File: src/acdsp_pkg.sv
// package of constants for the sample-clock divider, sync and power control
// assumes one clock (sys_clk, 40 MHz) and register access by offset strobes
package acdsp_pkg;
  // register offsets
  localparam logic [7:0] DIV_SYNC_OFFSET = 8'h3A;
  localparam logic [7:0] CLK_DIV_OFFSET = 8'h0B;
  localparam logic [7:0] DCS_CTRL_OFFSET = 8'h09;
  localparam logic [7:0] POWER_OFFSET = 8'h08;
  // field positions of the divider sync register
  localparam int SYNC_EN_BIT = 1;
  localparam int SYNC_ONCE_BIT = 2;
  localparam int SYNC_DONE_BIT = 3;
  // power register field
  localparam int PWR_LSB = 0;
  // reset values
  localparam logic [7:0] DIV_SYNC_RESET = 8'h00;
  localparam logic [2:0] CLK_DIV_RESET = 3'h0;
  localparam logic DCS_RESET = 1'b1;
  localparam logic [1:0] PWR_RESET = 2'h0;
  // power mode encodings
  localparam logic [1:0] PWR_NORMAL = 2'h0;
  localparam logic [1:0] PWR_FULL_DOWN = 2'h1;
  localparam logic [1:0] PWR_STANDBY = 2'h2;
  // stabiliser relock wait, least and longest
  localparam int CLK_MHZ = 40;
  localparam int RELOCK_MIN_NS = 1500;
  localparam int RELOCK_MAX_NS = 5000;
  localparam int RELOCK_MIN_CYC = (RELOCK_MIN_NS * CLK_MHZ + 999) / 1000;
  localparam int RELOCK_MAX_CYC = (RELOCK_MAX_NS * CLK_MHZ) / 1000;
  localparam int RELOCK_W = 8;
  // divider ratio limit
  localparam int DIV_W = 3;
  typedef enum logic [1:0] {ACDSP_RUN, ACDSP_SLEEP, ACDSP_STBY} acdsp_pwr_type;
endpackage

File: src/acdsp_sync2.sv
// two-flop synchroniser for a level arriving from a pin
// assumes the reset given is already the synchronised copy
`timescale 1ns/100ps
module acdsp_sync2 (
  input wire logic sys_clk, // sample clock
  input wire logic rst_n, // active low reset
  input wire logic async_in, // level from outside
  output logic sync_out // level retimed twice
);
  typedef struct packed {
    logic first;
    logic second;
  } acdsp_sync_type;
  acdsp_sync_type st, next_st;
  // first flop feeds only the second
  always_comb begin
    next_st = st;
    next_st.first = async_in;
    next_st.second = st.first;
  end
  always_ff @(posedge sys_clk or negedge rst_n) begin
    if (!rst_n) begin
      st <= '0;
    end else begin
      st <= next_st;
    end
  end
  assign sync_out = st.second;
endmodule // acdsp_sync2

File: src/acdsp_relock.sv
// stabiliser lock tracker: restarts its count on a frequency change
// assumes freq_change is a one-cycle pulse on sys_clk
`timescale 1ns/100ps
module acdsp_relock (
  input wire logic sys_clk, // sample clock
  input wire logic rst_n, // active low reset
  input wire logic freq_change, // pulse, clock rate moved
  output logic locked // stabiliser loop locked
);
  typedef struct packed {
    logic [acdsp_pkg::RELOCK_W-1:0] count;
    logic locked;
  } acdsp_lock_type;
  acdsp_lock_type st, next_st;
  localparam logic [acdsp_pkg::RELOCK_W-1:0] LOCK_AT =
    acdsp_pkg::RELOCK_W'(acdsp_pkg::RELOCK_MIN_CYC);
  // count from the change; lock after the least wait, well before the longest
  always_comb begin
    next_st = st;
    if (freq_change) begin
      next_st.count = '0;
      next_st.locked = 1'b0;
    end else if (!st.locked) begin
      next_st.count = st.count + 1'b1;
      if (st.count == LOCK_AT - 1'b1) begin
        next_st.locked = 1'b1;
      end
    end
  end
  always_ff @(posedge sys_clk or negedge rst_n) begin
    if (!rst_n) begin
      st <= '0;
    end else begin
      st <= next_st;
    end
  end
  assign locked = st.locked;
endmodule // acdsp_relock

File: src/acdsp_top.sv
// sample-clock divider with sync reset, duty-cycle stabiliser control
// and power-down / standby control
// assumes register writes arrive as offset + data + strobe on sys_clk,
// and sync, power-down pin and rate-change indication come from pins
//
// Overview of operation
// - The sample clock is divided by a programmable ratio from 1 to 8.
// - Any ratio other than 1 forces the stabiliser on whatever its bit.
// - Sync register bits 1 and 2 pick resync on every pulse or once.
// - A qualifying sync pulse returns the divider to its initial state.
// - The sync input passes a two-flop synchroniser before use.
// - The active stabiliser makes the falling edge mid-period.
// - The stabiliser needs 1.5 to 5 us to relock after a rate change.
// - While unlocked the stabiliser is bypassed.
// - Power-down is requested by register or by the pin driven high.
// - In power-down the output drivers are released to high impedance.
// - Pin low returns to the mode held in the power register.
// - Power-down stops reference, buffer, bias, clock and outputs.
// - Standby, by register only, keeps reference and outputs running.
`timescale 1ns/100ps
module acdsp_top (
  input wire logic sys_clk, // input sample clock
  input wire logic nrst, // async reset, active low
  input wire logic reg_wr, // register write strobe
  input wire logic reg_rd, // register read strobe
  input wire logic [7:0] reg_addr, // register offset
  input wire logic [7:0] reg_wdata, // write data
  output logic [7:0] reg_rdata, // read data
  input wire logic sync_pin, // external sync input
  input wire logic power_down_request, // power-down pin, high to sleep
  input wire logic rate_change, // pin, clock rate moved
  output logic div_clk_en, // divided sample enable pulse
  output logic div_phase_hi, // divided clock high phase
  output logic dcs_active, // stabiliser retiming falling edge
  output logic ref_on, // reference powered
  output logic ref_buf_on, // reference buffer powered
  output logic bias_on, // bias networks powered
  output logic clk_on, // internal clock running
  output logic data_out_on, // serial data outputs running
  output logic out_drv_oe_n // output driver enable, low drives
);
  typedef struct packed {
    logic rst_a;
    logic rst_b;
    logic [7:0] sync_ctrl;
    logic sync_armed;
    logic [2:0] div_sel;
    logic dcs_en;
    logic [1:0] pwr_mode;
    logic [2:0] div_cnt;
    logic sync_prev;
    logic en;
    logic phase_hi;
    acdsp_pkg::acdsp_pwr_type pwr_state;
    logic [7:0] rdata;
    logic rate_prev;
  } acdsp_top_type;
  acdsp_top_type st, next_st;
  logic rst_n;
  logic sync_s;
  logic rate_s;
  logic pin_pd_s;
  logic dcs_locked;
  logic rate_pulse;
  logic sync_edge;
  logic sync_take;
  logic [2:0] half_cnt;
  // released reset copy for the submodules; drops with nrst at once
  assign rst_n = st.rst_b;
  // pins retimed before any logic looks at them
  acdsp_sync2 u_sync_sync (
    .sys_clk(sys_clk),
    .rst_n(rst_n),
    .async_in(sync_pin),
    .sync_out(sync_s)
  );
  acdsp_sync2 u_pd_sync (
    .sys_clk(sys_clk),
    .rst_n(rst_n),
    .async_in(power_down_request),
    .sync_out(pin_pd_s)
  );
  acdsp_sync2 u_rate_sync (
    .sys_clk(sys_clk),
    .rst_n(rst_n),
    .async_in(rate_change),
    .sync_out(rate_s)
  );
  assign rate_pulse = rate_s & ~st.rate_prev;
  // stabiliser lock timing
  acdsp_relock u_relock (
    .sys_clk(sys_clk),
    .rst_n(rst_n),
    .freq_change(rate_pulse),
    .locked(dcs_locked)
  );
  // sync qualification: every pulse, or the first after a write
  assign sync_edge = sync_s & ~st.sync_prev;
  assign sync_take = sync_edge & st.sync_ctrl[acdsp_pkg::SYNC_EN_BIT] &
    (~st.sync_ctrl[acdsp_pkg::SYNC_ONCE_BIT] | st.sync_armed);
  // high phase is half the ratio, rounded toward the sampling edge
  assign half_cnt = 3'((4'(st.div_sel) + 4'h1) >> 1);
  always_comb begin
    next_st = st;
    next_st.sync_prev = sync_s;
    next_st.rate_prev = rate_s;
    next_st.en = 1'b0;
    // register writes
    if (reg_wr) begin
      case (reg_addr)
        acdsp_pkg::DIV_SYNC_OFFSET: begin
          next_st.sync_ctrl = reg_wdata;
          next_st.sync_armed = 1'b1; // re-arm one-shot
        end
        acdsp_pkg::CLK_DIV_OFFSET: begin
          next_st.div_sel = reg_wdata[acdsp_pkg::DIV_W-1:0];
        end
        acdsp_pkg::DCS_CTRL_OFFSET: begin
          next_st.dcs_en = reg_wdata[0];
        end
        acdsp_pkg::POWER_OFFSET: begin
          next_st.pwr_mode = reg_wdata[acdsp_pkg::PWR_LSB +: 2];
        end
        default: begin
        end
      endcase
    end
    // one-shot consumed by the pulse it used; a same-cycle write re-arms
    if (sync_take && st.sync_ctrl[acdsp_pkg::SYNC_ONCE_BIT] &&
        !(reg_wr && reg_addr == acdsp_pkg::DIV_SYNC_OFFSET)) begin
      next_st.sync_armed = 1'b0;
    end
    // divider: count 0..div_sel, sample enable when the count wraps
    if (sync_take) begin
      next_st.div_cnt = 3'h0;
      next_st.phase_hi = 1'b0;
    end else if (st.pwr_state != acdsp_pkg::ACDSP_SLEEP) begin
      if (st.div_cnt >= st.div_sel) begin
        next_st.div_cnt = 3'h0;
        next_st.en = 1'b1;
        next_st.phase_hi = 1'b1;
      end else begin
        next_st.div_cnt = st.div_cnt + 3'h1;
        if (st.div_cnt + 3'h1 >= half_cnt && st.div_sel != 3'h0) begin
          next_st.phase_hi = 1'b0;
        end
      end
      if (st.div_sel == 3'h0) begin
        next_st.phase_hi = 1'b1; // ratio 1 follows raw clock
      end
    end
    // power state: pin or register full power-down wins over standby
    if (pin_pd_s || st.pwr_mode == acdsp_pkg::PWR_FULL_DOWN) begin
      next_st.pwr_state = acdsp_pkg::ACDSP_SLEEP;
    end else if (st.pwr_mode == acdsp_pkg::PWR_STANDBY) begin
      next_st.pwr_state = acdsp_pkg::ACDSP_STBY;
    end else begin
      next_st.pwr_state = acdsp_pkg::ACDSP_RUN;
    end
    // register read data
    if (reg_rd) begin
      case (reg_addr)
        acdsp_pkg::DIV_SYNC_OFFSET: begin
          next_st.rdata = st.sync_ctrl;
          // done flag only means something in one-shot mode
          next_st.rdata[acdsp_pkg::SYNC_DONE_BIT] =
            st.sync_ctrl[acdsp_pkg::SYNC_ONCE_BIT] & ~st.sync_armed;
        end
        acdsp_pkg::CLK_DIV_OFFSET: next_st.rdata = {5'h00, st.div_sel};
        acdsp_pkg::DCS_CTRL_OFFSET: next_st.rdata = {6'h00, dcs_locked,
          st.dcs_en};
        acdsp_pkg::POWER_OFFSET: next_st.rdata = {6'h00, st.pwr_mode};
        default: next_st.rdata = 8'h00;
      endcase
    end
    // reset release through two flops; everything else is held at its
    // reset value until the second one is high, so all leaves together
    next_st.rst_a = 1'b1;
    next_st.rst_b = st.rst_a;
    if (!st.rst_b) begin
      next_st.sync_ctrl = acdsp_pkg::DIV_SYNC_RESET;
      next_st.sync_armed = 1'b0;
      next_st.div_sel = acdsp_pkg::CLK_DIV_RESET;
      next_st.dcs_en = acdsp_pkg::DCS_RESET;
      next_st.pwr_mode = acdsp_pkg::PWR_RESET;
      next_st.div_cnt = 3'h0;
      next_st.sync_prev = 1'b0;
      next_st.en = 1'b0;
      next_st.phase_hi = 1'b0;
      next_st.pwr_state = acdsp_pkg::ACDSP_RUN;
      next_st.rdata = 8'h00;
      next_st.rate_prev = 1'b0;
    end
  end
  // single state register; nrst clears it at once, release is delayed
  // by the hold above rather than by a second reset net
  always_ff @(posedge sys_clk or negedge nrst) begin
    if (!nrst) begin
      st.rst_a <= 1'b0;
      st.rst_b <= 1'b0;
      st.sync_ctrl <= acdsp_pkg::DIV_SYNC_RESET;
      st.sync_armed <= 1'b0;
      st.div_sel <= acdsp_pkg::CLK_DIV_RESET;
      st.dcs_en <= acdsp_pkg::DCS_RESET;
      st.pwr_mode <= acdsp_pkg::PWR_RESET;
      st.div_cnt <= 3'h0;
      st.sync_prev <= 1'b0;
      st.en <= 1'b0;
      st.phase_hi <= 1'b0;
      st.pwr_state <= acdsp_pkg::ACDSP_RUN;
      st.rdata <= 8'h00;
      st.rate_prev <= 1'b0;
    end else begin
      st <= next_st;
    end
  end
  // outputs
  assign reg_rdata = st.rdata;
  assign div_clk_en = st.en;
  assign div_phase_hi = st.phase_hi;
  // forced on for ratios above 1, bypassed while relocking
  assign dcs_active = (st.dcs_en || st.div_sel != 3'h0) &&
    dcs_locked;
  // standby keeps reference and data outputs; sleep drops everything
  always_comb begin
    ref_on = 1'b1;
    ref_buf_on = 1'b1;
    bias_on = 1'b1;
    clk_on = 1'b1;
    data_out_on = 1'b1;
    out_drv_oe_n = 1'b0;
    case (st.pwr_state)
      acdsp_pkg::ACDSP_SLEEP: begin
        ref_on = 1'b0;
        ref_buf_on = 1'b0;
        bias_on = 1'b0;
        clk_on = 1'b0;
        data_out_on = 1'b0;
        out_drv_oe_n = 1'b1;
      end
      acdsp_pkg::ACDSP_STBY: begin
        ref_buf_on = 1'b0;
        bias_on = 1'b0;
      end
      default: begin
      end
    endcase
  end
endmodule // acdsp_top

File: config.mk
export PLATFORM = sky130hd
export DESIGN_NAME = acdsp_top
export DESIGN_NICKNAME = d
export VERILOG_FILES = /design/src/acdsp_pkg.sv /design/src/acdsp_sync2.sv /design/src/acdsp_relock.sv /design/src/acdsp_top.sv
export SDC_FILE = /design/constraint.sdc
export NUM_CORES = 1
export LEC_CHECK = 0
export ABC_AREA = 1
export ABC_CLOCK_PERIOD_IN_PS = 1900
export BUFFER_PORTS_ARGS = -buffer_cell sky130_fd_sc_hd__clkbuf_2
export CORE_AREA = 4 4 80 82
export DETAILED_ROUTE_END_ITERATION = 8
export DIE_AREA = 0 0 84 86
export PLACE_DENSITY = 0.71
export REMOVE_ABC_BUFFERS = 1
export SLEW_MARGIN = 10
export SYNTH_ARGS = -nofsm -noshare
export SYNTH_HDL_FRONTEND = slang
export SYNTH_HIERARCHICAL = 1
export SYNTH_SLANG_ARGS = --single-unit
File: constraint.sdc
create_clock -name sys_clk -period 1.9 [get_ports sys_clk]
set_input_delay 0.19 -clock sys_clk [delete_from_list [all_inputs] [get_ports sys_clk]]
set_output_delay 0.19 -clock sys_clk [all_outputs]
set_load 0.01 [all_outputs]
==> results.tsv, run 1 <==
metric	value	unit
max_freq	0.566	GHz
async_flop_share	100	%
crit_slowest_cell	dfrtp_1	
cp.arrival	2.01	ns
htree_levels	2	
cpMostUsedCell	nand2_1	
finalNetCount	367	
multi_input_area	1060	um^2
drt_iter0_drc	61	
worst_path_dominant_cell_family	adder cells	
dp_hpwl	3620	um
path_cells	ha_1, xor2_1, ha_1, a21oi_1, nand3_1, nor2_2, nand2_1, nand2_1, nand2_1, nand2_1	
num_io_pins	40	
first_pass_iters	4	
critPathLaunchType	flip-flop	
timing.final.crit_share	93.0	%
preCtsSetupSlack	0.139	ns
worst_setup_path_end_kind	flip-flop	
yosys-top-cells-count	79 x nand2_1, 47 x dfrtp_1, 33 x inv_1, 30 x nand3_1, 18 x nor2_1	
slew_violations	0	
regArea	1200	um^2
irDropWorstVdd	0.000650	V
setup_violations	0	
outcome	completed	
portBuffers	38	
dieArea	7220	um^2
synth_warnings	6	
die_w	84	um
slew_headroom	45.3	%
grt_pass1_wl	8540	um
clkTransAtPathRegs	0.09	ns
grt_pass1_vias	1924	
cts_tree	built	
yosys.area.top_type_share	47.0	%
synth_edf_count	0	
setup_tns	0	ns
cts_made_buffers	5	
cp.required	2.15	ns
syn_area_per_cell	8.40	um^2
max_cap_violations	0	
root_buffer	clkbuf_8	
grt_usage	14.5	%
synth_area_leaders	dfrtp_1 47%, nand2_1 12%, nand3_1 6.0%	
cts_setup_buffers	0	
cts_buffer_depth	2	
die_y	86	um
ant_nets	0	
ys_seq_area_share	48.0	%
crit_type	flip-flop to flip-flop	
yosys_most_used_dff	dfrtp_1	
p_leak	1.53	nW
cp_max_fo	3	
synthesis.area	2500	um^2
synthToLayoutAreaGrowth	13.3	%
finalHoldViolations	0	
ys_ff_latch	48	
synth_top_area_cell	dfrtp_1	
fin_util	49.4	%
cts_sinks	48	
postSynthCellCount	298	
gp_congestion	0.826	
via_per_inst	4.78	
antenna_cells	0	
core.rowCount	28	
hold_class	input pin to flip-flop	
critPathBufInv	0	
layout-drive-gt1-share	22.2	%
start_util	43.6	%
period_needed	1.77	ns
layout_setup_ws	0.132	ns
synth_most_common_cell	nand2_1	
grt_max_degree	34	
vias	1956	
nFillCells	574	
power.density	771	nW/um^2
insertion_delay	0.30	ns
grt_antenna_before_repair	0	
ys_types	32	
drt-total-wl	4740	um
remaining_drc_errors	0	
wl_per_cell	11.6	um
skew	0.0110	ns
grt_overflow	0	
core	5750	um^2
cpPeakStageDelay	0.41	ns
worst_pin_slew	0.821	ns
==> where the power goes <==
group	leakage (nW)	internal [W]	total, W	switching, W
Sequential	0.634	0.00108	0.00115	0.0000643
Clock	0.0524	0.000394	0.000721	0.000326
Combinational	0.843	0.000125	0.000319	0.000193
==> layout make-up <==
cell class | count | share of cell area, %
multi-input cells | 199 | 37.4
inverters | 36 | 4.76
repair buffers | 43 | 8.38
clock inverters | 1 | 1.06
well taps | 75 | 3.31
flip-flops and latches | 48 | 42.4
clock buffers | 7 | 2.69
==> repair_timing <==
action	CTS	global route
resized for setup	0	1
endpoints found under the setup margin	0	1
endpoints found under the hold margin	12	0
hold buffers	4	0
==> flip-flops by register name (all words and copies together) (netlist names) <==
name and cells:
st 21, reg_rdata 8, u_relock/st 8, div_clk_en 1, div_phase_hi 1, next_st 1
rst_n 1, u_pd_sync/next_st 1, u_pd_sync/sync_out 1, u_rate_sync/next_st 1, u_rate_sync/sync_out 1, u_relock/locked 1
u_sync_sync/next_st 1, u_sync_sync/sync_out 1
==> placed cells by master (no fill, tap or decap) <==
cell type | netlist | final
bufinv_16 | 0 | 1
buf_4 | 11 | 1
nand2_4 | 2 | 2
a21oi_2 | 1 | 1
nand2_2 | 5 | 5
nor3_1 | 1 | 1
dfstp_2 | 1 | 1
a21oi_1 | 7 | 7
nand4_1 | 2 | 2
o211ai_1 | 2 | 2
inv_1 | 33 | 33
or2_2 | 1 | 1
o21ai_1 | 3 | 3
clkbuf_8 | 0 | 5
inv_2 | 3 | 3
o31ai_1 | 2 | 2
dfrtp_1 | 47 | 47
ha_1 | 11 | 11
or2_1 | 1 | 1
xor2_1 | 1 | 1
nor2_4 | 3 | 3
clkbuf_1 | 1 | 2
xnor2_1 | 1 | 1
nand3_1 | 30 | 30
dlygate4sd3_1 | 0 | 4
o21ai_2 | 3 | 3
o21ai_0 | 14 | 14
conb_1 | 1 | 1
nand2_1 | 79 | 79
nor2_8 | 1 | 1
nor2_2 | 8 | 9
nor2_1 | 18 | 17
a31oi_1 | 2 | 2
clkbuf_2 | 0 | 38
==> stage by stage <==
stage               std cells  power (W)  hold slack (ns)  area, um^2
floorplan                 283    0.00136           -0.106        2400
global placement          397    0.00146            0.300        2690
detailed placement        397    0.00148            0.301        2690
CTS                       409    0.00221           0.0997        2830
global route              409    0.00230            0.125        2840
finish                    409    0.00219            0.111        2840
==> kinds of logic (layout without fill, tap and decap cells) <==
group	after synthesis	in the layout	synth area share (%)
adder cells (fa/ha/maj)	11	11	5.50
other	1	1	0.150
flip-flops	48	48	48.0
AND/OR/NAND/NOR	151	151	28.0
buffers and inverters	51	87	9.70
XOR/XNOR	2	2	0.700
AO/OA/AOI/OAI	34	34	7.90
==> tightest hold or removal path, cell delays in order <==
cell	delay [ns]
clkbuf_2	0.08
nand3_1	0.07
nand2_1	0.05
==> final timing paths <==
check | end | slack, ns | start | depth (start not counted)
max | div_phase_hi | 0.13 | st[14] | 10
min | st[29] | 0.11 | reg_wdata[5] | 3
max reg2reg | div_phase_hi | 0.13 | st[14] | 10
min reg2reg | u_sync_sync/sync_out | 0.36 | u_sync_sync/next_st[0] | 0
max in group asynchronous | st[0] | 0.85 | nrst | 2
min in group asynchronous | u_sync_sync/sync_out | 0.44 | rst_n | 1
==> layer usage <==
| layer | GRT usage [%] | vias up | share of wire, % |
|---|---|---|---|
| met3 | 3.75 | 4 | 4.5 |
| met1 | 18.7 | 912 | 46 |
| met5 | 0 | - | 0 |
| met4 | 5.70 | 0 | 1.1 |
| met2 | 23.6 | 35 | 48 |
| li1 | - | 1005 | - |
Power figures use the tool's default switching activity.
==> inputs of run 2 (changes only) <==
--- a/config.mk
+++ b/config.mk
@@ -9,6 +9,7 @@
 export ABC_CLOCK_PERIOD_IN_PS = 1900
 export BUFFER_PORTS_ARGS = -buffer_cell sky130_fd_sc_hd__clkbuf_2
 export CORE_AREA = 4 4 80 82
+export CTS_BUF_LIST = sky130_fd_sc_hd__clkbuf_8 sky130_fd_sc_hd__clkbuf_16
 export DETAILED_ROUTE_END_ITERATION = 8
 export DIE_AREA = 0 0 84 86
 export PLACE_DENSITY = 0.71
==> run 2 against run 1 <==
Clock power fell by 1%. Via count fell by 0.20%. Non-clock buffer count did not move. Clock skew barely moved. Die area did not move. Routed wire length rose by 0.23%. Total power fell by 0.39%. Fmax barely moved. Sequential power barely moved. Combinational power barely moved. Global-route usage did not move. Largest cell class unchanged. Sequential share of layout area did not move.
==> results.tsv, run 2 (synthesis gave the netlist of run 1 again) <==
metric	value	unit
outcome	completed	
dieArea	7220	um^2
irDropWorstVdd	0.000650	V
cts_tree	built	
dp_hpwl	3620	um
max_freq	0.566	GHz
routed.top_layer	met4	
insertion_delay	0.30	ns
slew_violations	0	
slew_headroom	45.3	%
worst_path_dominant_cell_family	adder cells	
drt_iter0_drc	61	
ant_nets	0	
wl_per_cell	11.6	um
grt_pass1_wl	8540	um
preCtsSetupSlack	0.139	ns
period_needed	1.77	ns
cpPeakStageDelay	0.41	ns
grt_overflow	0	
layout-drive-gt1-share	22.2	%
cp.arrival	2.01	ns
cts_buffer_depth	2	
core	5750	um^2
cts_sinks	48	
timing.final.crit_share	93.1	%
start_util	43.6	%
grt_pass1_vias	1924	
wl_met1	2180	um
cts_made_buffers	5	
worst_pin_slew	0.821	ns
antenna_cells	0	
core.rowCount	28	
p_leak	1.54	nW
grt_max_degree	34	
crit_slowest_cell	dfrtp_1	
skew	0.0108	ns
setup_violations	0	
cp_max_fo	3	
largest_reg_flops	21	
critPathLaunchType	flip-flop	
cts_setup_buffers	0	
dr_wl_met3	212	um
drt-total-wl	4750	um
cp.required	2.15	ns
gp_congestion	0.826	
finalHoldViolations	0	
clkTransAtPathRegs	0.09	ns
critPathBufInv	0	
portBuffers	38	
die_y	86	um
ff2ff_setup_slack	0.13	ns
grt_antenna_before_repair	0	
layout_commonest_cell	nand2_1	
htree_levels	2	
path_cells	ha_1, xor2_1, ha_1, a21oi_1, nand3_1, nor2_2, nand2_1, nand2_1, nand2_1, nand2_1	
synthToLayoutAreaGrowth	13.3	%
die_w	84	um
grt_usage	14.5	%
hold_class	input pin to flip-flop	
wl_met2	2300	um
num_io_pins	40	
via_per_inst	4.77	
worst_setup_path_end_kind	flip-flop	
crit_type	flip-flop to flip-flop	
layout_setup_ws	0.132	ns
setup_tns	0	ns
first_pass_iters	4	
vias	1952	
power.density	768	nW/um^2
finalNetCount	367	
layout.cells.most_common_list	79 x nand2_1, 47 x dfrtp_1, 38 x clkbuf_2	
remaining_drc_errors	0	
largest_register	st	
max_cap_violations	0	
cpMostUsedCell	nand2_1	
root_buffer	clkbuf_8	
==> run 2: cell count changes in the layout (fill, tap and decap cells not counted) <==
| cell | before | now |
|---|---|---|
| clkbuf_1 | 2 | 0 |
| inv_1 | 33 | 35 |
==> run 2: cell type report <==
class / instances / area (um^2)
fillers: 574 / 2910
flip-flops and latches: 48 / 1200
multi-input cells: 199 / 1060
repair buffers: 43 / 238
inverters: 36 / 135
well taps: 75 / 93.8
clock buffers: 5 / 68.8
clock inverters: 3 / 37.5
==> run 2: timing repair <==
item	4_1_cts	5_1_grt
hold buffers	4	0
gates resized for setup	0	1
setup endpoints to repair	0	1
endpoints found under the hold margin	12	0
==> run 2: worst register-to-register path: stages (launching register included) <==
cell     delay (ns)
dfrtp_1        0.41
ha_1           0.21
xor2_1         0.17
ha_1           0.33
a21oi_1        0.15
nand3_1        0.10
nor2_2         0.13
nand2_1        0.06
nand2_1        0.05
nand2_1        0.05
nand2_1        0.05
==> run 2: metal layers <==
layer | up-vias | track usage, %
li1 | 1007 | -
met2 | 36 | 23.6
met3 | 4 | 3.75
met1 | 905 | 18.7
met5 | - | 0
met4 | 0 | 5.70
==> run 2: metrics by stage <==
step	power, W	std cells	area (um^2)	hold WS (ns)	utilization [%]
after floorplan	0.00136	283	2400	-0.106	-
after global placement	0.00146	397	2690	0.300	46.8
after detailed placement	0.00148	397	2690	0.301	46.8
after CTS	0.00220	409	2830	0.0996	49.3
after global routing	0.00229	409	2840	0.125	49.4
final	0.00218	409	2840	0.111	49.4
==> run 2: path summary, 6_finish.rpt <==
| kind | cells after the start | start | end |
|---|---|---|---|
| max | 10 | st[14] | div_phase_hi |
| min | 3 | reg_wdata[5] | st[29] |
| max reg2reg | 10 | st[14] | div_phase_hi |
| min reg2reg | 0 | u_pd_sync/next_st[0] | u_pd_sync/sync_out |
| max in group asynchronous | 2 | nrst | st[0] |
| min in group asynchronous | 1 | rst_n | u_sync_sync/sync_out |
==> run 2: power breakdown <==
group          total [W]  internal (W)  switching, W
Combinational   0.000319      0.000125      0.000194
Sequential       0.00115       0.00108     0.0000645
Clock           0.000712      0.000383      0.000328
